`src/hdl/sos_pkg.sv`:
```
// Purpose: shared constants and carrier types for the system oscillator select block
// Assumes: one 40 MHz clock; oscillators arrive as one-cycle tick enables
// Notes: control bits are plain ports, captured on write strobes
package sos_pkg;

  // clock rate of mclk
  localparam int unsigned CLK_HZ = 40000000;
  // crystal startup times in microseconds, low-power and speed-up
  localparam int unsigned LXT_START_LP_US = 1000000;
  localparam int unsigned LXT_START_SP_US = 200000;
  // startup counts in cycles, microseconds times whole cycles per microsecond
  localparam int unsigned LXT_START_LP_CYC = (LXT_START_LP_US * (CLK_HZ / 1000000));
  localparam int unsigned LXT_START_SP_CYC = (LXT_START_SP_US * (CLK_HZ / 1000000));
  // width of the startup counter
  localparam int unsigned START_CNT_W = 26;

  // clock select field values
  localparam logic [2:0] SEL_DIV1 = 3'h0;
  localparam logic [2:0] SEL_LOW = 3'h7;
  // high source encodings
  localparam logic HS_XTAL = 1'b0;
  localparam logic HS_RC = 1'b1;
  // low source encodings
  localparam logic LS_RC = 1'b0;
  localparam logic LS_XTAL = 1'b1;

  // reset values of the control bits
  localparam logic [2:0] SEL_RST = 3'h0;
  localparam logic HSRC_RST = HS_XTAL;
  localparam logic LSRC_RST = LS_RC;
  localparam logic LXT_EN_RST = 1'b0;
  localparam logic LXT_SP_RST = 1'b0;
  localparam logic FHIDEN_RST = 1'b0;
  localparam logic FSIDEN_RST = 1'b0;

  // divider width, enough for a divide by 64
  localparam int unsigned DIV_W = 6;

  // system clock control fields
  typedef struct packed {
    logic [2:0] sys_clk_select;  // divide code or low clock
    logic high_source_select;    // crystal or rc for the high path
    logic low_source_select;     // rc or crystal for the low path
    logic high_idle_en;          // keep high clock in halt
    logic low_idle_en;           // keep low clock in halt
  } sos_sys_ctrl_s;

  // low crystal control fields
  typedef struct packed {
    logic low_xtal_speedup;  // 1 quick start, 0 low power
    logic low_xtal_enable;   // crystal oscillator enable
  } sos_lxt_ctrl_s;

  // status seen by software
  typedef struct packed {
    logic low_xtal_ready;  // startup delay expired
    logic mode_locked;     // crystal clocks the system
    logic sys_on_low;      // system runs from the low path
    logic xt_pins_osc;     // crystal pins given to oscillator
  } sos_status_s;

endpackage : sos_pkg

```
`src/hdl/sos_clk_div.sv`:
```
// Purpose: power-of-two divider of a tick enable
// Assumes: tick is a one-cycle enable on mclk
// Notes: output is combinational on the counted tick
`timescale 1ns/1ps
module sos_clk_div
  import sos_pkg::*;
(
  input wire logic mclk,
  input wire logic rst,
  input wire logic tick,
  input wire logic [2:0] div_code,
  output logic tick_out
);

  // running count of input ticks
  logic [DIV_W-1:0] cnt;
  // low bits that must all be ones for a pulse
  logic [DIV_W-1:0] mask;

  // mask has div_code ones from the bottom
  always_comb begin
    mask = DIV_W'((7'h01 << div_code) - 7'h01);
  end

  // count every input tick
  always_ff @(posedge mclk) begin
    if (rst) begin
      cnt <= '0;
    end else if (tick) begin
      cnt <= cnt + DIV_W'(1);
    end
  end

  // pulse once per 2^div_code ticks
  assign tick_out = tick && ((cnt & mask) == mask);

endmodule : sos_clk_div

```
`src/hdl/sos_lxt_startup.sv`:
```
// Purpose: startup delay model of the low speed crystal
// Assumes: run is a level, speed-up picks the shorter count
// Notes: ready clears on the next mclk edge after run drops
`timescale 1ns/1ps
module sos_lxt_startup
  import sos_pkg::*;
#(
  parameter logic [START_CNT_W-1:0] LP_CYC = START_CNT_W'(LXT_START_LP_CYC),
  parameter logic [START_CNT_W-1:0] SP_CYC = START_CNT_W'(LXT_START_SP_CYC)
) (
  input wire logic mclk,
  input wire logic rst,
  input wire logic run,
  input wire logic speedup,
  output logic ready
);

  // cycles since the oscillator was enabled
  logic [START_CNT_W-1:0] cnt;
  // count at which the crystal counts as stable
  logic [START_CNT_W-1:0] target;

  assign target = speedup ? SP_CYC : LP_CYC;

  always_ff @(posedge mclk) begin
    if (rst || !run) begin
      cnt <= '0;
      ready <= 1'b0;
    end else if (!ready) begin
      if (cnt >= target - START_CNT_W'(1)) begin
        ready <= 1'b1;
      end else begin
        cnt <= cnt + START_CNT_W'(1);
      end
    end
  end

endmodule : sos_lxt_startup

```
`src/hdl/sos_top.sv`:
```
// Purpose: system clock source and divider selection with low crystal control
// Assumes: oscillator ticks are one-cycle enables synchronous to mclk
// Notes: sys_clk_en is the gated system clock enable, registered
`timescale 1ns/1ps
module sos_top
  import sos_pkg::*;
#(
  parameter logic [START_CNT_W-1:0] LXT_LP_CYC = START_CNT_W'(LXT_START_LP_CYC),
  parameter logic [START_CNT_W-1:0] LXT_SP_CYC = START_CNT_W'(LXT_START_SP_CYC)
) (
  input wire logic mclk,
  input wire logic rst,
  input wire logic sys_ctrl_wr,
  input wire sos_sys_ctrl_s sys_ctrl_wdata,
  input wire logic lxt_ctrl_wr,
  input wire sos_lxt_ctrl_s lxt_ctrl_wdata,
  input wire logic xt_pin_func_osc,
  input wire logic halt,
  input wire logic high_xtal_tick,
  input wire logic high_rc_tick,
  input wire logic low_xtal_tick,
  input wire logic low_rc_tick,
  output sos_sys_ctrl_s sys_ctrl,
  output sos_lxt_ctrl_s lxt_ctrl,
  output sos_status_s status,
  output logic sys_clk_en,
  output logic high_clk_en,
  output logic low_clk_en,
  output logic low_xtal_run
);

  // crystal startup done
  logic lxt_ready;
  // crystal drives system clock, mode frozen
  logic mode_lock;
  // selected high speed tick
  logic high_tick;
  // selected low speed tick
  logic low_tick;
  // high tick after divider
  logic high_div_tick;
  // system tick before halt gating
  logic sys_tick;
  // high path kept alive
  logic high_keep;
  // low path kept alive
  logic low_keep;

  // system clock control register
  always_ff @(posedge mclk) begin
    if (rst) begin
      sys_ctrl.high_source_select <= HSRC_RST;
      sys_ctrl.sys_clk_select <= SEL_RST;
      sys_ctrl.low_source_select <= LSRC_RST;
      sys_ctrl.high_idle_en <= FHIDEN_RST;
      sys_ctrl.low_idle_en <= FSIDEN_RST;
    end else if (sys_ctrl_wr) begin
      sys_ctrl <= sys_ctrl_wdata;
    end
  end

  assign mode_lock = (sys_ctrl.sys_clk_select == SEL_LOW) && (sys_ctrl.low_source_select == LS_XTAL);

  // low crystal enable bit
  always_ff @(posedge mclk) begin
    if (rst) begin
      lxt_ctrl.low_xtal_enable <= LXT_EN_RST;
    end else if (lxt_ctrl_wr) begin
      lxt_ctrl.low_xtal_enable <= lxt_ctrl_wdata.low_xtal_enable;
    end
  end

  // low crystal mode bit
  always_ff @(posedge mclk) begin
    if (rst) begin
      lxt_ctrl.low_xtal_speedup <= LXT_SP_RST;
    end else if (lxt_ctrl_wr && !mode_lock) begin
      lxt_ctrl.low_xtal_speedup <= lxt_ctrl_wdata.low_xtal_speedup;
    end
  end

  // pins must be given to oscillator
  assign low_xtal_run = lxt_ctrl.low_xtal_enable && xt_pin_func_osc;

  // startup delay of the crystal
  sos_lxt_startup #(
    .LP_CYC(LXT_LP_CYC),
    .SP_CYC(LXT_SP_CYC)
  ) u_startup (
    .mclk(mclk),
    .rst(rst),
    .run(low_xtal_run),
    .speedup(lxt_ctrl.low_xtal_speedup),
    .ready(lxt_ready)
  );

  assign high_tick = (sys_ctrl.high_source_select == HS_RC) ? high_rc_tick : high_xtal_tick;

  // crystal usable once started, any mode
  assign low_tick = (sys_ctrl.low_source_select == LS_XTAL) ? (low_xtal_tick && lxt_ready) : low_rc_tick;

  // divider for the high path
  sos_clk_div u_div (
    .mclk(mclk),
    .rst(rst),
    .tick(high_tick),
    .div_code(sys_ctrl.sys_clk_select),
    .tick_out(high_div_tick)
  );

  assign sys_tick = (sys_ctrl.sys_clk_select == SEL_LOW) ? low_tick : high_div_tick;

  // peripheral clocks survive halt when their idle bits say so
  assign high_keep = !halt || sys_ctrl.high_idle_en;
  assign low_keep = !halt || sys_ctrl.low_idle_en;

  always_ff @(posedge mclk) begin
    if (rst) begin
      sys_clk_en <= 1'b0;
    end else begin
      sys_clk_en <= sys_tick && !halt;
    end
  end

  always_ff @(posedge mclk) begin
    if (rst) begin
      high_clk_en <= 1'b0;
      low_clk_en <= 1'b0;
    end else begin
      high_clk_en <= high_tick && high_keep;
      low_clk_en <= low_tick && low_keep;
    end
  end

  // status for software
  always_ff @(posedge mclk) begin
    if (rst) begin
      status <= '0;
    end else begin
      status.low_xtal_ready <= lxt_ready;
      status.mode_locked <= mode_lock;
      status.sys_on_low <= (sys_ctrl.sys_clk_select == SEL_LOW);
      status.xt_pins_osc <= xt_pin_func_osc;
    end
  end
endmodule : sos_top

```
`config.mk`:
```
export PLATFORM = sky130hd
export DESIGN_NAME = sos_top
export DESIGN_NICKNAME = d
export VERILOG_FILES = /design/src/hdl/sos_pkg.sv /design/src/hdl/sos_clk_div.sv /design/src/hdl/sos_lxt_startup.sv /design/src/hdl/sos_top.sv
export SDC_FILE = /design/constraint.sdc
export NUM_CORES = 1
export LEC_CHECK = 0
export BUFFER_PORTS_ARGS = -buffer_cell sky130_fd_sc_hd__buf_2
export CAP_MARGIN = 20
export CORE_MARGIN = 3
export CORE_UTILIZATION = 30
export CTS_CLUSTER_SIZE = 16
export DETAILED_ROUTE_END_ITERATION = 10
export PLACE_DENSITY = 0.48
export SETUP_SLACK_MARGIN = 0.3
export SYNTH_ARGS = -nofsm -noshare
export SYNTH_HDL_FRONTEND = slang
export SYNTH_SLANG_ARGS = --single-unit
```
`constraint.sdc`:
```
create_clock -name mclk -period 2.33 [get_ports mclk]
set_input_delay 0.466 -clock mclk [delete_from_list [all_inputs] [get_ports mclk]]
set_output_delay 0.466 -clock mclk [all_outputs]
set_load 0.01 [all_outputs]
```
==> impl_metrics.json <==
{
  "status": "finished clean",
  "r2r_cells": 8,
  "seq_pwr_share": 0.508,
  "worst_stage_delay_on_the_critical_path_ns": 0.46,
  "sw_frac_of_total": 0.224,
  "maxSlewViolCount": 0,
  "end_kind": "flip-flop",
  "io_buffer_count": 35,
  "number_of_search_and_repair_iterations_in_the_first_detailed_routing_pass": 4,
  "yosysMostFrequentCell": "dfxtp_1",
  "cts_made_buffers": 5,
  "critical_path_required_ns": 2.58,
  "worstSkewPairLatency_ns": 0.31,
  "fin_tns_setup_ns": 0,
  "finalCritPeriodShare": 0.990,
  "worstSetupStartpointType": "flip-flop",
  "synthCells": 268,
  "timing.critical_path.depth": 8,
  "die_w_um": 95.1,
  "worst_path_dominant_cell_family": "compound AO/OA/AOI/OAI gates",
  "synth_warnings": 0,
  "yosys_register_bits": 49,
  "via_count_normalized_by_instance_count": 5.10,
  "cellLeakagePower_nw": 1.10,
  "groute.usage.overall": 0.135,
  "vdd_drop_max_mv": 0.304,
  "grt_start_max_net_pins": 22,
  "cts_root_buffer": "clkbuf_8",
  "p_comb_frac": 0.060,
  "wl_per_cell_um": 14.1,
  "hold_violations": 0,
  "grt_setup_unrepaired": "yes",
  "cts_tree": "done",
  "clock_power_share": 0.432,
  "switchingPower_mw": 0.386,
  "grt_antenna_before_repair": 0,
  "layout-drive-gt1-share": 0.288,
  "synth-async-reset-ratio": 0,
  "postSynthAreaPerCell_um2": 8.89,
  "setup_skew_ns": 0.00908,
  "worst-slew-pin-transition_ns": 0.517,
  "regToRegStartpoint": "lxt_ctrl[1]",
  "power-per-cell-area_nw_per_um2": 566,
  "timing.critical_path.buf_inv": 1,
  "regToRegEndpoint": "u_startup.cnt[14]",
  "area_share_of_the_leading_cell_type_in_the_synthesized_netlist": 0.412,
  "ctsLongestPathBuffers": 2,
  "synth_area_leader_cell": "dfxtp_1",
  "syn-num-nets": 294,
  "worst_hold_path_type": "in2reg",
  "timing.hold.worst.start": "halt",
  "synthTopCellsByCount": "dfxtp_1 (49), nor2_1 (27), a21oi_1 (20), nand2_1 (17), nand3_1 (13)",
  "hold_end": "sys_clk_en",
  "finish.net_count": 344,
  "floorplan.die_area_um2": 9050,
  "final_period_minus_worst_setup_slack_ns": 2.31,
  "critical_path.max_fanout": 7,
  "worst_slack_ns": 0.0240,
  "setup-violations-final": 0,
  "min_path_cells": 2,
  "hold-worst-slack_ns": 0.347,
  "finalWeightedCongestion": 0.747,
  "synth.cell_area_um2": 2380,
  "drt_first_iter_violations": 103,
  "synth_sequential_area_ratio": 0.412,
  "max_cap_violations": 0,
  "global_route.overflow_total": 0,
  "fp-row-count": 31,
  "ff_latch_area_um2": 987,
  "dpl_worst_slack_ns": 0.0365,
  "io_pins": 36,
  "clk_pin_slew_ns": 0.10,
  "critical_path_class": "reg2reg",
  "power.total_mw": 1.72,
  "reg2reg_slack_ns": 0.02,
  "std_cell_core_area_um2": 7490,
  "count_of_flip_flops_with_a_built_in_enable_after_synthesis": 0,
  "fmax_mhz": 434,
  "drcViolationCount": 0,
  "cts-htree-levels": 2,
  "multi_input_comb_area_um2": 1430,
  "synthFlopType": "dfxtp_1",
  "layout.core_utilization": 0.407,
  "postRouteAntennaNets": 0,
  "slowest_stage": "or4b_1",
  "cellInternalPower_mw": 1.34,
  "worst_ep_arrival_time_ns": 2.55,
  "grt_pass1_wl_um": 9670,
  "num_vias": 2130,
  "synth.top_cells.by_area": "dfxtp_1 (41%), mux2i_1 (4.6%), nor2_1 (4.3%)",
  "tritoncts_num_sinks": 49,
  "detail_route.wirelength_um": 5910,
  "place_hpwl_um": 4220,
  "antennaDiodeCount": 0,
  "number_of_global_route_vias_before_repair": 1977,
  "vert_die_dim_um": 95.1,
  "timing.max_slew.rel_slack": 0.654,
  "synth.lib_cells_used.distinct": 45,
  "flow.area_growth_from_synthesis_pct": 27.7,
  "path_cells": "ha_4 -> a211oi_4 -> o21ai_2 -> a221oi_4 -> o2111ai_4 -> buf_6 -> or4b_1 -> a21oi_1",
  "floorplan.initialDensity": 0.318,
  "final.fill_count": 767
}
-- power by group through the flow --
| stage | Sequential (mW) | Combinational (mW) | Clock (mW) |
|---|---|---|---|
| CTS | 0.876 | 0.103 | 0.768 |
| floorplan | 0.895 | 0.0582 | 0 |
| global placement | 0.895 | 0.102 | 0 |
| global route | 0.879 | 0.116 | 0.798 |
| detailed placement | 0.895 | 0.103 | 0 |
| finish | 0.876 | 0.103 | 0.744 |
-- worst max-delay path by stage --
stage                      startpoint           endpoint  slack, ns
finish                    lxt_ctrl[1]  u_startup.cnt[14]       0.02
global route              lxt_ctrl[1]  u_startup.cnt[14]      -0.07
CTS                       lxt_ctrl[1]  u_startup.cnt[20]       0.09
detailed placement  u_startup.cnt[11]  u_startup.cnt[18]       0.04
global placement    u_startup.cnt[11]  u_startup.cnt[19]       0.08
floorplan                 lxt_ctrl[1]  u_startup.cnt[24]       0.27
-- sequential cells by signal, summed over array words and instances, names as in the netlist --
signal and flops:
sys_ctrl 7, u_div.cnt 6, sys_clk_en 1, u_startup.cnt 26, lxt_ctrl 2, status 4
low_clk_en 1, u_startup.ready 1, high_clk_en 1
-- routing by layer --
layer	GRT usage	part of all wire	wire length, µm	vias up
met5	0	0	0	-
li1	-	-	-	1081
met3	0.0237	0.030	177	8
met1	0.194	0.50	2930	1011
met2	0.203	0.46	2720	30
met4	0.0457	0.013	77	0
-- what timing repair did --
item	in CTS	in global routing
pin swaps	1	8
hold buffers	0	0
setup buffers	6	3
setup endpoints to repair	26	27
gates cloned	1	0
gates resized for setup	6	22
-- area by class of cell --
cell class | instances | share of cell area
inverters | 4 | 0.00575
multi-input cells | 203 | 0.470
well taps | 99 | 0.0407
repair buffers | 55 | 0.114
clock inverters | 3 | 0.0226
flip-flops and latches | 49 | 0.324
clock buffers | 5 | 0.0226
-- kinds of logic after synthesis --
family / synth area share
adders and majority gates: 0.0367
buffers and inverters: 0.0378
muxes: 0.0509
AOI/OAI and AO/OA: 0.167
DFF: 0.412
and+or+nand+nor: 0.274
xor gates and xnor gates: 0.0220
-- stage by stage --
step           cell area [µm²]  cells
2_1_floorplan             2430    268
3_3_place_gp              2730    400
3_5_place_dp              2730    400
4_1_cts                   2940    415
5_1_grt                   3040    418
6_report                  3040    418
-- placed cells by master (no fill, tap or decap), types with 2 or more instances in the layout --
| cell | synthesis | final |
|---|---|---|
| o21a_1 | 2 | 2 |
| nand3_1 | 13 | 13 |
| o31ai_1 | 7 | 7 |
| o21bai_1 | 3 | 3 |
| a31oi_1 | 2 | 2 |
| nor3_1 | 5 | 4 |
| nor2_1 | 27 | 26 |
| clkbuf_8 | 0 | 5 |
| xor2_1 | 4 | 4 |
| bufinv_16 | 0 | 2 |
| a21oi_2 | 0 | 6 |
| dfxtp_2 | 0 | 2 |
| xnor2_1 | 2 | 2 |
| or4_4 | 0 | 2 |
| ha_4 | 0 | 3 |
| o21ai_0 | 12 | 12 |
| nand2_1 | 17 | 17 |
| nor3_2 | 1 | 2 |
| dfxtp_1 | 49 | 46 |
| mux2i_1 | 11 | 11 |
| o21ai_2 | 0 | 2 |
| nor2b_1 | 6 | 6 |
| and4_1 | 4 | 4 |
| nor4_2 | 0 | 2 |
| nand4_1 | 11 | 11 |
| buf_6 | 3 | 6 |
| inv_1 | 4 | 3 |
| buf_2 | 0 | 35 |
| or4_1 | 6 | 4 |
| or3_1 | 10 | 9 |
| ha_1 | 7 | 4 |
| buf_4 | 2 | 14 |
| and2_1 | 7 | 7 |
| o21ai_1 | 5 | 3 |
| and3_1 | 2 | 2 |
| a21oi_1 | 20 | 14 |
-- worst reg2reg max path: cells and delay by family, from the launching register on --
kind,cells,cell delay [ns]
flops,1,0.41
buf+inv,1,0.19
fa+ha+maj,1,0.21
simple gates,1,0.46
compound gates,5,0.96
No activity file was read; power rests on OpenSTA's default activity.
